`src/design/meter_irq_cfg.svh`:
```
// Purpose: constants of the metering interrupt enable block
// Assumes: register indices times four give the byte address
// Notes: included by the package, the top design module and the bench
`ifndef METER_IRQ_CFG_SVH
`define METER_IRQ_CFG_SVH

// ----------------------------------------------------------------
// bus widths
// ----------------------------------------------------------------
`define WB_ADR_W 18
`define WB_DAT_W 32

// ----------------------------------------------------------------
// register indices (byte address is index times four)
// ----------------------------------------------------------------
`define IDX_ENABLE_GROUP_A 16'hE50A
`define IDX_ENABLE_GROUP_B 16'hE50B
`define IDX_STATUS_GROUP_A 16'hE500
`define IDX_STATUS_GROUP_B 16'hE501
`define IDX_MEAS_MODE 16'hE700
`define IDX_PULSE_CFG 16'hE610

// ----------------------------------------------------------------
// register widths and reset values
// ----------------------------------------------------------------
`define GRP_A_W 19
`define GRP_B_W 16
`define MEAS_MODE_W 2
`define PULSE_CFG_W 12
`define ENABLE_A_RST 19'h00000
`define ENABLE_B_RST 16'h0000
`define STATUS_A_RST 19'h00000
`define STATUS_B_RST 16'h8000
`define MEAS_MODE_RST 2'h0
`define PULSE_CFG_RST 12'h000

// ----------------------------------------------------------------
// field positions
// ----------------------------------------------------------------
`define POS_REACTIVE_SIGN_SOURCE_SELECT 1
`define POS_PULSE_SELECT_BASE 0
`define POS_PULSE_DISABLE_BASE 9
`define POS_RESET_COMPLETE_EVENT 15
`define POS_PULSE_ONE_EN 14
`define POS_DSP_CYCLE_DONE_EN 17
`define POS_VOLT_A_CROSSING_TIMEOUT_EN 3

`endif

```
`src/design/meter_irq_pkg.sv`:
```
// Purpose: shared types of the metering interrupt enable block
// Assumes: constants come from the cfg header
// Notes: bus request, bus answer and event bundles travel as structs
`include "meter_irq_cfg.svh"
package meter_irq_pkg;

   // ----------------------------------------------------------------
   // wishbone request and answer
   // ----------------------------------------------------------------
   typedef struct packed {
      logic cyc;
      logic stb;
      logic we;
      logic [3:0] sel;
      logic [`WB_ADR_W-1:0] adr;
      logic [`WB_DAT_W-1:0] dat;
   } wb_req_t;

   typedef struct packed {
      logic [`WB_DAT_W-1:0] dat;
      logic ack;
   } wb_rsp_t;

   // ----------------------------------------------------------------
   // one-cycle event strobes from the metering datapath
   // ----------------------------------------------------------------
   typedef struct packed {
      logic [10:0] lowerGroupA;
      logic [1:0] reactSignTotal;
      logic [1:0] reactSignFund;
      logic sumSignTwo;
      logic sumSignThree;
      logic dspCycleDone;
      logic noloadTotal;
      logic noloadFund;
      logic noloadApparent;
      logic [2:0] voltTimeout;
      logic [2:0] currTimeout;
      logic [2:0] voltCross;
      logic [2:0] currCross;
   } meter_events_t;

   // ----------------------------------------------------------------
   // register decode result
   // ----------------------------------------------------------------
   typedef enum {
      SEL_NONE,
      SEL_ENABLE_A,
      SEL_ENABLE_B,
      SEL_STATUS_A,
      SEL_STATUS_B,
      SEL_MEAS_MODE,
      SEL_PULSE_CFG
   } reg_sel_t;

endpackage

```
`src/design/meter_interrupt_mask_logic.sv`:
```
// Purpose: interrupt enable registers and flags of a polyphase meter
// Assumes: classic wishbone master, one-cycle event strobes
// Notes: register byte address is the register index times four
`timescale 1ns/1ps
`include "meter_irq_cfg.svh"

// Summary of operation
// - group A bits 11,12 enable phase B,C reactive sign change
// - group A bit 13 enables sign change of path two power sum
// - group A bit 14 enables pulse pin one fall, even disabled
// - group A bit 15 enables pulse pin two fall, even disabled
// - group A bit 16 enables pulse pin three fall, even disabled
// - group A bit 17 enables completion of the periodic DSP cycle
// - group A bit 18 enables sign change of path three power sum
// - group A bits 31 to 19 reserved, read zero, writes ignored
// - group B bit 0 enables no-load entry on total power
// - group B bit 1 enables no-load entry on fundamental power
// - group B bit 2 enables no-load entry on apparent power
// - group B bits 3 to 5 enable voltage crossing timeouts
// - group B bits 6 to 8 enable current crossing timeouts
// - group B bits 9 to 11 enable voltage zero crossings
// - group B bits 12,13 enable phase A,B current crossings
// - group B bit 14 enables phase C current zero crossing
// - reset complete always interrupts; its enable bit does nothing
module meter_interrupt_mask_logic (
   // clock and reset
   input wire logic sys_clk,
   input wire logic rst_b,
   // wishbone slave
   input wire meter_irq_pkg::wb_req_t wbReq,
   output meter_irq_pkg::wb_rsp_t wbRsp,
   // metering events
   input wire meter_irq_pkg::meter_events_t events,
   input wire logic [7:0] powerPulse,
   // energy pulse pins, active low
   output logic energyPulseOutOne_b,
   output logic energyPulseOutTwo_b,
   output logic energyPulseOutThree_b,
   // interrupt requests
   output logic irqGroupA,
   output logic irqGroupB,
   output logic irqOut
);
   import meter_irq_pkg::*;

   // ----------------------------------------------------------------
   // declarations
   // ----------------------------------------------------------------
   logic ack_reg;
   logic ack_next;
   logic [31:0] rdDat_reg;
   logic [31:0] rdDat_next;
   logic [`GRP_A_W-1:0] enableA_reg;
   logic [`GRP_A_W-1:0] enableA_next;
   logic [`GRP_B_W-1:0] enableB_reg;
   logic [`GRP_B_W-1:0] enableB_next;
   logic [`MEAS_MODE_W-1:0] measMode_reg;
   logic [`MEAS_MODE_W-1:0] measMode_next;
   logic [`PULSE_CFG_W-1:0] pulseCfg_reg;
   logic [`PULSE_CFG_W-1:0] pulseCfg_next;
   logic [`GRP_A_W-1:0] statusA;
   logic [`GRP_B_W-1:0] statusB;
   logic [`GRP_A_W-1:0] setA;
   logic [`GRP_B_W-1:0] setB;
   logic [`GRP_A_W-1:0] clrA;
   logic [`GRP_B_W-1:0] clrB;
   logic [2:0] pulsePin_b;
   logic [2:0] pulseFall;
   logic reqTaken;
   logic wrCommit;
   logic [31:0] wrMask;
   reg_sel_t regSel;

   // ----------------------------------------------------------------
   // helper functions
   // ----------------------------------------------------------------
   // address to register
   function automatic reg_sel_t decodeReg(input logic [17:0] adr);
      logic [15:0] idx;
      idx = adr[17:2];
      if (adr[1:0] != 2'h0) begin
         decodeReg = SEL_NONE;
      end else if (idx == `IDX_ENABLE_GROUP_A) begin
         decodeReg = SEL_ENABLE_A;
      end else if (idx == `IDX_ENABLE_GROUP_B) begin
         decodeReg = SEL_ENABLE_B;
      end else if (idx == `IDX_STATUS_GROUP_A) begin
         decodeReg = SEL_STATUS_A;
      end else if (idx == `IDX_STATUS_GROUP_B) begin
         decodeReg = SEL_STATUS_B;
      end else if (idx == `IDX_MEAS_MODE) begin
         decodeReg = SEL_MEAS_MODE;
      end else if (idx == `IDX_PULSE_CFG) begin
         decodeReg = SEL_PULSE_CFG;
      end else begin
         decodeReg = SEL_NONE;
      end
   endfunction

   // byte enables to bit mask
   function automatic logic [31:0] laneMask(input logic [3:0] sel);
      logic [31:0] m;
      m = 32'h0000_0000;
      for (int i = 0; i < 4; i++) begin
         if (sel[i]) begin
            m[8*i +: 8] = 8'hFF;
         end
      end
      laneMask = m;
   endfunction

   // ----------------------------------------------------------------
   // wishbone slave
   // ----------------------------------------------------------------
   // request taken on first cycle, write lands on the ack edge
   always_comb begin
      regSel = decodeReg(wbReq.adr);
      reqTaken = wbReq.cyc & wbReq.stb & ~ack_reg;
      wrCommit = wbReq.cyc & wbReq.stb & wbReq.we & ack_reg;
      wrMask = laneMask(wbReq.sel);
      ack_next = reqTaken;
      rdDat_next = rdDat_reg;
      if (reqTaken) begin
         if (regSel == SEL_ENABLE_A) begin
            rdDat_next = {13'h0000, enableA_reg};
         end else if (regSel == SEL_ENABLE_B) begin
            rdDat_next = {16'h0000, enableB_reg};
         end else if (regSel == SEL_STATUS_A) begin
            rdDat_next = {13'h0000, statusA};
         end else if (regSel == SEL_STATUS_B) begin
            rdDat_next = {16'h0000, statusB};
         end else if (regSel == SEL_MEAS_MODE) begin
            rdDat_next = {30'h0000_0000, measMode_reg};
         end else if (regSel == SEL_PULSE_CFG) begin
            rdDat_next = {20'h00000, pulseCfg_reg};
         end else begin
            rdDat_next = 32'h0000_0000;
         end
      end
   end

   // bus answer registers
   always_ff @(posedge sys_clk or negedge rst_b) begin
      if (!rst_b) begin
         ack_reg <= 1'b0;
         rdDat_reg <= 32'h0000_0000;
      end else begin
         ack_reg <= ack_next;
         rdDat_reg <= rdDat_next;
      end
   end

   assign wbRsp = '{dat: rdDat_reg, ack: ack_reg};

   // ----------------------------------------------------------------
   // software registers
   // ----------------------------------------------------------------
   // byte-lane merge of writes into the control registers
   always_comb begin
      enableA_next = enableA_reg;
      enableB_next = enableB_reg;
      measMode_next = measMode_reg;
      pulseCfg_next = pulseCfg_reg;
      if (wrCommit && regSel == SEL_ENABLE_A) begin
         enableA_next = (enableA_reg & ~wrMask[`GRP_A_W-1:0])
            | (wbReq.dat[`GRP_A_W-1:0] & wrMask[`GRP_A_W-1:0]);
      end
      if (wrCommit && regSel == SEL_ENABLE_B) begin
         enableB_next = (enableB_reg & ~wrMask[`GRP_B_W-1:0])
            | (wbReq.dat[`GRP_B_W-1:0] & wrMask[`GRP_B_W-1:0]);
      end
      if (wrCommit && regSel == SEL_MEAS_MODE) begin
         measMode_next = (measMode_reg & ~wrMask[`MEAS_MODE_W-1:0])
            | (wbReq.dat[`MEAS_MODE_W-1:0] & wrMask[`MEAS_MODE_W-1:0]);
      end
      if (wrCommit && regSel == SEL_PULSE_CFG) begin
         pulseCfg_next = (pulseCfg_reg & ~wrMask[`PULSE_CFG_W-1:0])
            | (wbReq.dat[`PULSE_CFG_W-1:0] & wrMask[`PULSE_CFG_W-1:0]);
      end
   end

   always_ff @(posedge sys_clk or negedge rst_b) begin
      if (!rst_b) begin
         enableA_reg <= `ENABLE_A_RST;
         enableB_reg <= `ENABLE_B_RST;
         measMode_reg <= `MEAS_MODE_RST;
         pulseCfg_reg <= `PULSE_CFG_RST;
      end else begin
         enableA_reg <= enableA_next;
         enableB_reg <= enableB_next;
         measMode_reg <= measMode_next;
         pulseCfg_reg <= pulseCfg_next;
      end
   end

   // write-one-to-clear strobes for the flags
   always_comb begin
      clrA = '0;
      clrB = '0;
      if (wrCommit && regSel == SEL_STATUS_A) begin
         clrA = wbReq.dat[`GRP_A_W-1:0] & wrMask[`GRP_A_W-1:0];
      end
      if (wrCommit && regSel == SEL_STATUS_B) begin
         clrB = wbReq.dat[`GRP_B_W-1:0] & wrMask[`GRP_B_W-1:0];
      end
   end

   // ----------------------------------------------------------------
   // energy pulse outputs
   // ----------------------------------------------------------------
   // pin fall events kept
   for (genvar g = 0; g < 3; g++) begin : gPulse
      pulse_output_path uPath (
         .sys_clk(sys_clk),
         .rst_b(rst_b),
         .powerPulse(powerPulse),
         .powerSelect(pulseCfg_reg[`POS_PULSE_SELECT_BASE + 3*g +: 3]),
         .pinDisable(pulseCfg_reg[`POS_PULSE_DISABLE_BASE + g]),
         .pulseOut_b(pulsePin_b[g]),
         .fallEvent(pulseFall[g])
      );
   end

   assign energyPulseOutOne_b = pulsePin_b[0];
   assign energyPulseOutTwo_b = pulsePin_b[1];
   assign energyPulseOutThree_b = pulsePin_b[2];

   // ----------------------------------------------------------------
   // event routing to flags
   // ----------------------------------------------------------------
   // group A flag sources
   always_comb begin
      setA[10:0] = events.lowerGroupA;
      setA[12:11] = measMode_reg[`POS_REACTIVE_SIGN_SOURCE_SELECT]
         ? events.reactSignFund : events.reactSignTotal;
      setA[13] = events.sumSignTwo;
      setA[16:14] = pulseFall;
      setA[17] = events.dspCycleDone;
      setA[18] = events.sumSignThree;
   end

   // group B flag sources
   always_comb begin
      setB[0] = events.noloadTotal;
      setB[1] = events.noloadFund;
      setB[2] = events.noloadApparent;
      setB[5:3] = events.voltTimeout;
      setB[8:6] = events.currTimeout;
      setB[11:9] = events.voltCross;
      setB[13:12] = events.currCross[1:0];
      setB[14] = events.currCross[2];
      // reset complete flag comes up set from reset
      setB[15] = 1'b0;
   end

   // ----------------------------------------------------------------
   // flags and interrupt requests
   // ----------------------------------------------------------------
   irq_status_bank #(
      .W(`GRP_A_W),
      .RST_VAL(`STATUS_A_RST)
   ) uBankA (
      .sys_clk(sys_clk),
      .rst_b(rst_b),
      .setBits(setA),
      .clrBits(clrA),
      .enableBits(enableA_reg),
      .forceBits('0),
      .statusOut(statusA),
      .irqOut(irqGroupA)
   );

   irq_status_bank #(
      .W(`GRP_B_W),
      .RST_VAL(`STATUS_B_RST)
   ) uBankB (
      .sys_clk(sys_clk),
      .rst_b(rst_b),
      .setBits(setB),
      .clrBits(clrB),
      .enableBits({1'b0, enableB_reg[`GRP_B_W-2:0]}),
      .forceBits({1'b1, {(`GRP_B_W-1){1'b0}}}),
      .statusOut(statusB),
      .irqOut(irqGroupB)
   );

   assign irqOut = irqGroupA | irqGroupB;
endmodule // meter_interrupt_mask_logic

```
`src/design/irq_status_bank.sv`:
```
// Purpose: sticky event flags with write-one-to-clear and a mask
// Assumes: set and clear are one-cycle strobes
// Notes: a set in the clearing cycle wins; forced bits ignore the mask
`timescale 1ns/1ps
module irq_status_bank #(
   parameter int W = 16,
   parameter logic [W-1:0] RST_VAL = '0
) (
   // clock and reset
   input wire logic sys_clk,
   input wire logic rst_b,
   // flag control
   input wire logic [W-1:0] setBits,
   input wire logic [W-1:0] clrBits,
   input wire logic [W-1:0] enableBits,
   input wire logic [W-1:0] forceBits,
   // flag state
   output logic [W-1:0] statusOut,
   output logic irqOut
);
   logic [W-1:0] status_reg;
   logic [W-1:0] status_next;

   // set wins over clear
   always_comb begin
      status_next = (status_reg & ~clrBits) | setBits;
   end

   // flag storage
   always_ff @(posedge sys_clk or negedge rst_b) begin
      if (!rst_b) begin
         status_reg <= RST_VAL;
      end else begin
         status_reg <= status_next;
      end
   end

   assign statusOut = status_reg;
   assign irqOut = |(status_reg & (enableBits | forceBits));
endmodule // irq_status_bank

```
`src/design/pulse_output_path.sv`:
```
// Purpose: one energy pulse pin with its falling-edge event
// Assumes: power pulses are active-high levels, one per power type
// Notes: the event still fires while the pin is held off
`timescale 1ns/1ps
module pulse_output_path (
   // clock and reset
   input wire logic sys_clk,
   input wire logic rst_b,
   // pulse source and config
   input wire logic [7:0] powerPulse,
   input wire logic [2:0] powerSelect,
   input wire logic pinDisable,
   // pin and event
   output logic pulseOut_b,
   output logic fallEvent
);
   logic pulse_reg;
   logic pulse_next;
   logic pin_reg;
   logic pin_next;
   logic fall_reg;
   logic fall_next;

   // pick the power type and find the pin's falling edge
   always_comb begin
      pulse_next = powerPulse[powerSelect];
      pin_next = pinDisable | ~pulse_next;
      fall_next = pulse_next & ~pulse_reg;
   end

   // pulse, pin and event registers
   always_ff @(posedge sys_clk or negedge rst_b) begin
      if (!rst_b) begin
         pulse_reg <= 1'b0;
         pin_reg <= 1'b1;
         fall_reg <= 1'b0;
      end else begin
         pulse_reg <= pulse_next;
         pin_reg <= pin_next;
         fall_reg <= fall_next;
      end
   end

   assign pulseOut_b = pin_reg;
   assign fallEvent = fall_reg;
endmodule // pulse_output_path

```
`config.mk`:
```
export PLATFORM = sky130hd
export DESIGN_NAME = meter_interrupt_mask_logic
export DESIGN_NICKNAME = d
export VERILOG_FILES = /design/src/design/meter_irq_pkg.sv /design/src/design/meter_interrupt_mask_logic.sv /design/src/design/irq_status_bank.sv /design/src/design/pulse_output_path.sv
export VERILOG_INCLUDE_DIRS = /design/src /design/src/design
export SDC_FILE = /design/constraint.sdc
export NUM_CORES = 1
export LEC_CHECK = 0
export BUFFER_PORTS_ARGS = -buffer_cell sky130_fd_sc_hd__buf_4
export CELL_PAD_IN_SITES_DETAIL_PLACEMENT = 1
export CELL_PAD_IN_SITES_GLOBAL_PLACEMENT = 1
export CORE_MARGIN = 1
export CORE_UTILIZATION = 35
export DETAILED_ROUTE_END_ITERATION = 10
export PLACE_DENSITY_LB_ADDON = 0.08
export SLEW_MARGIN = 20
export SYNTH_ARGS = -nofsm -noshare
export SYNTH_HDL_FRONTEND = slang
export SYNTH_HIERARCHICAL = 1
export SYNTH_SLANG_ARGS = --single-unit
```
`constraint.sdc`:
```
create_clock -name sys_clk -period 3.26 [get_ports sys_clk]
set_input_delay 0.652 -clock sys_clk [delete_from_list [all_inputs] [get_ports sys_clk]]
set_output_delay 0.652 -clock sys_clk [all_outputs]
set_load 0.02 [all_outputs]
```
==> run_results.csv <==
group,metric,value,unit
run_status,status,"finished clean",
clock_tree,h-tree-depth,4,
synth,yosysMostFrequentCell,"dfrtp_1",
power_and_ir_drop,p_seq_share,41.0,%
setup_path,max_stage_delay,0.40,ns
sta,fin_crit_sh,93.1,%
global_routing,antenna_found_initial,0,
placed_design,hpwl,14.4,mm
finish,antennaDiodeCount,0,
setup_path,critPathTopFamily,"simple AND/OR/NAND/NOR gates",
clock_tree,cts_sinks,113,
drt,vias,5093,
setup_path,worstPathMaxFanout,4,
setup_path,crit_chain,"o21ai_0 -> nand4_1 -> nor4_1 -> nand4_1 -> or2_2 -> buf_4",
synth,ys_warn_count,6,
die,rows,47,
clock_tree,cts.clk_slew.worst_paths,0.05,ns
setup_path,arrival,2.38,ns
clock_tree,clock_latency,0.42,ns
power_and_ir_drop,leakage,3.62,nW
synth,async_reset_ff_share,100,%
clock_tree,postCtsHoldBufs,0,
sta,rsz0062_at_grt,"false",
finish,fin_nets,837,
sta,slew_viol_final,0,
clock_tree,root_buffer,"clkbuf_16",
sta,period_needed,3.04,ns
sta,fin_skew,0.00821,ns
setup_path,cp_num_buf_inv,1,
sta,fin_tns_setup,0,ns
die,dieWidth,133,um
finish,fillCellCount,1911,
synth,synth_area_leaders,"dfrtp_1, mux2_2, a21o_1, and3_1, mux2_1",
clock_tree,clockBufferDepth,2,
setup_path,startpoint_type,"register",
clock_tree,cts_setup_buffers,0,
placed_design,portBuffers,111,
drt,wl,19.6,mm
finish,area_growth,30.4,%
sta,fmax,329,MHz
placed_design,dpl_worst_slack,0.334,ns
synth,synth_edf_count,0,
setup_path,path_common_cell,"nand4_1",
clock_tree,cts_resized,0,
worst_hold_path,hp-class,"input pin to async pin",
setup_path,crit_path_end_kind,"primary output",
sta,worst_slack,0.223,ns
setup_path,cp_data_required_time,2.61,ns
drt,drc,0,
drt,antenna_left,0,
die,die_area,0.0176,mm^2
finish,drive_gt1_share,28.5,%
die,initial_core_util,36.0,%
clock_tree,cts_tree,"done",
sta,tightest_slew,0.848,ns
synth,postSynthCellCount,577,
power_and_ir_drop,switchingPower,849,uW
power_and_ir_drop,peakVddDrop,0.000379,V
drt,first_pass_iters,4,
global_routing,grt_overflow,0,
setup_path,critPathSlowestCell,"dfrtp_1",
clock_tree,cts_made_buffers,17,
synth,synth_top_area_share,45.7,%
power_and_ir_drop,power.share.clock,49.0,%
sta,setup_viol,0,
power_and_ir_drop,intPower,2.68,mW
synth,synth_ff_type,"dfrtp_1",
synth,synth_seq_area_share,47.5,%
power_and_ir_drop,p_per_area,454,mW/mm^2
power_and_ir_drop,comb_power_share,10.0,%
synth,syn_area_per_cell,10.3,um^2
run,maxCapViolCount,0,
die,pin_count,139,
drt,drtIter0Drc,190,
global_routing,track_usage,23.6,%
global_routing,grt_max_degree,53,
drt,viasPerCell,5.25,
sta,max-slew-margin-rel,42.0,%
global_routing,grt_pass1_wl,31.0,mm
die,die_h,133,um
synth,yosysTopAreaCell,"dfrtp_1",
placed_design,gp_congestion,0.847,
global_routing,grt_pass1_vias,5462,
synth,ys_types,59,
synth,syn_area,0.00596,mm^2
drt,post_drt_wl_per_cell,20.2,um
power_and_ir_drop,sw_frac_of_total,24.0,%
die,core,0.0166,mm^2
sta,hold_viol_final,0,
synth,synth.cells.most_frequent,"dfrtp_1, inv_1, and3_1",
setup_path,worstSetupPathType,"register to primary output",
synth,synth_seq_cells,113,
power groups by stage:
| stage | registers [mW] | clock network [mW] | logic [mW] |
|---|---|---|---|
| 4_1_cts | 1.45 | 1.77 | 0.356 |
| 2_1_floorplan | 1.49 | 0 | 0.136 |
| 3_5_place_dp | 1.47 | 0 | 0.353 |
| 3_3_place_gp | 1.47 | 0 | 0.343 |
| 6_report | 1.45 | 1.73 | 0.353 |
| 5_1_grt | 1.45 | 1.83 | 0.386 |
worst register-to-register path, cell delays in order, from the launching register on:
cell and delay [ns]:
dfrtp_1 0.37, nand2_1 0.07, nor2_1 0.12, and2_1 0.25, inv_1 0.09, or4_1 0.85, mux2_4 0.41
layer usage:
metal | GRT usage, % | part of all wire, %
met4 | 8.30 | 1.3
met2 | 38.8 | 48
met5 | 0 | 0
met1 | 31.3 | 46
met3 | 4.14 | 4.0
path summary, 6_finish.rpt:
kind	start	slack (ns)	cells after the start	endpoint
worst max-delay path	register	0.22	6	irqOut
worst min-delay path	rst_b	0.19	1	uBankA/statusOut[18]$_DFF_PN0_
worst max register to register	ack_reg$_DFF_PN0_	1.00	6	register
worst min register to register	gPulse[0].uPath/pulse_reg$_DFF_PN0_	0.42	1	gPulse[0].uPath/fallEvent$_DFF_PN0_
max in group asynchronous	rst_b	2.25	2	gPulse[1].uPath/pulseOut_b$_DFF_PN1_
min in group sys_clk	events[9]	0.41	2	uBankB/statusOut[3]$_DFF_PN0_
cell usage in the layout (no fill, tap or decap), types with 5 or more instances in the layout:
| master | count |
|---|---|
| buf_4 | 129 |
| dfrtp_1 | 109 |
| inv_1 | 51 |
| conb_1 | 50 |
| and3_1 | 41 |
| a21o_1 | 35 |
| mux2_2 | 30 |
| o21ai_1 | 27 |
| a221oi_1 | 22 |
| o21ai_0 | 21 |
| mux2_1 | 19 |
| nand2_1 | 18 |
| clkbuf_16 | 17 |
| nor2_1 | 16 |
| o22ai_1 | 14 |
| a21oi_1 | 14 |
| nand4_1 | 12 |
| o211ai_1 | 10 |
| nand2b_1 | 8 |
| mux2_4 | 8 |
| nor3_1 | 6 |
| nor4_1 | 6 |
| clkbuf_1 | 6 |
| and2_1 | 5 |
| or4_1 | 5 |
| a221o_1 | 5 |
| clkinv_2 | 5 |
cell type report:
cell class | count | area (um^2) | area share, %
multi-input cells | 422 | 2920 | 37.6
flip-flops and latches | 113 | 2830 | 36.4
repair buffers | 131 | 1010 | 13.0
clock buffers | 26 | 489 | 6.29
well taps | 220 | 275 | 3.54
inverters | 52 | 195 | 2.51
clock inverters | 6 | 55.1 | 0.708
logic make-up (layout without fill, tap and decap cells):
family	Yosys count	in the layout	share of synthesized area (%)
AO/OA/AOI/OAI	170	170	19.6
XOR/XNOR	2	2	0.294
buffers and inverters	90	215	6.75
flip-flops	113	113	47.5
multiplexers	60	60	11.8
other	2	50	0.126
AND/OR/NAND/NOR	140	140	14.0
per-stage QoR:
stage          instances  area (um^2)  util [%]  hold WS [ns]  power [mW]
2_1_floorplan        625         6140         -         0.356        1.63
3_3_place_gp         938         7230      43.6         0.413        1.81
5_1_grt              970         7780      46.9         0.219        3.67
4_1_cts              970         7780      46.9         0.193        3.58
6_report             970         7780      46.9         0.188        3.53
3_5_place_dp         938         7230      43.6         0.413        1.83
Power figures use the tool's default switching activity.
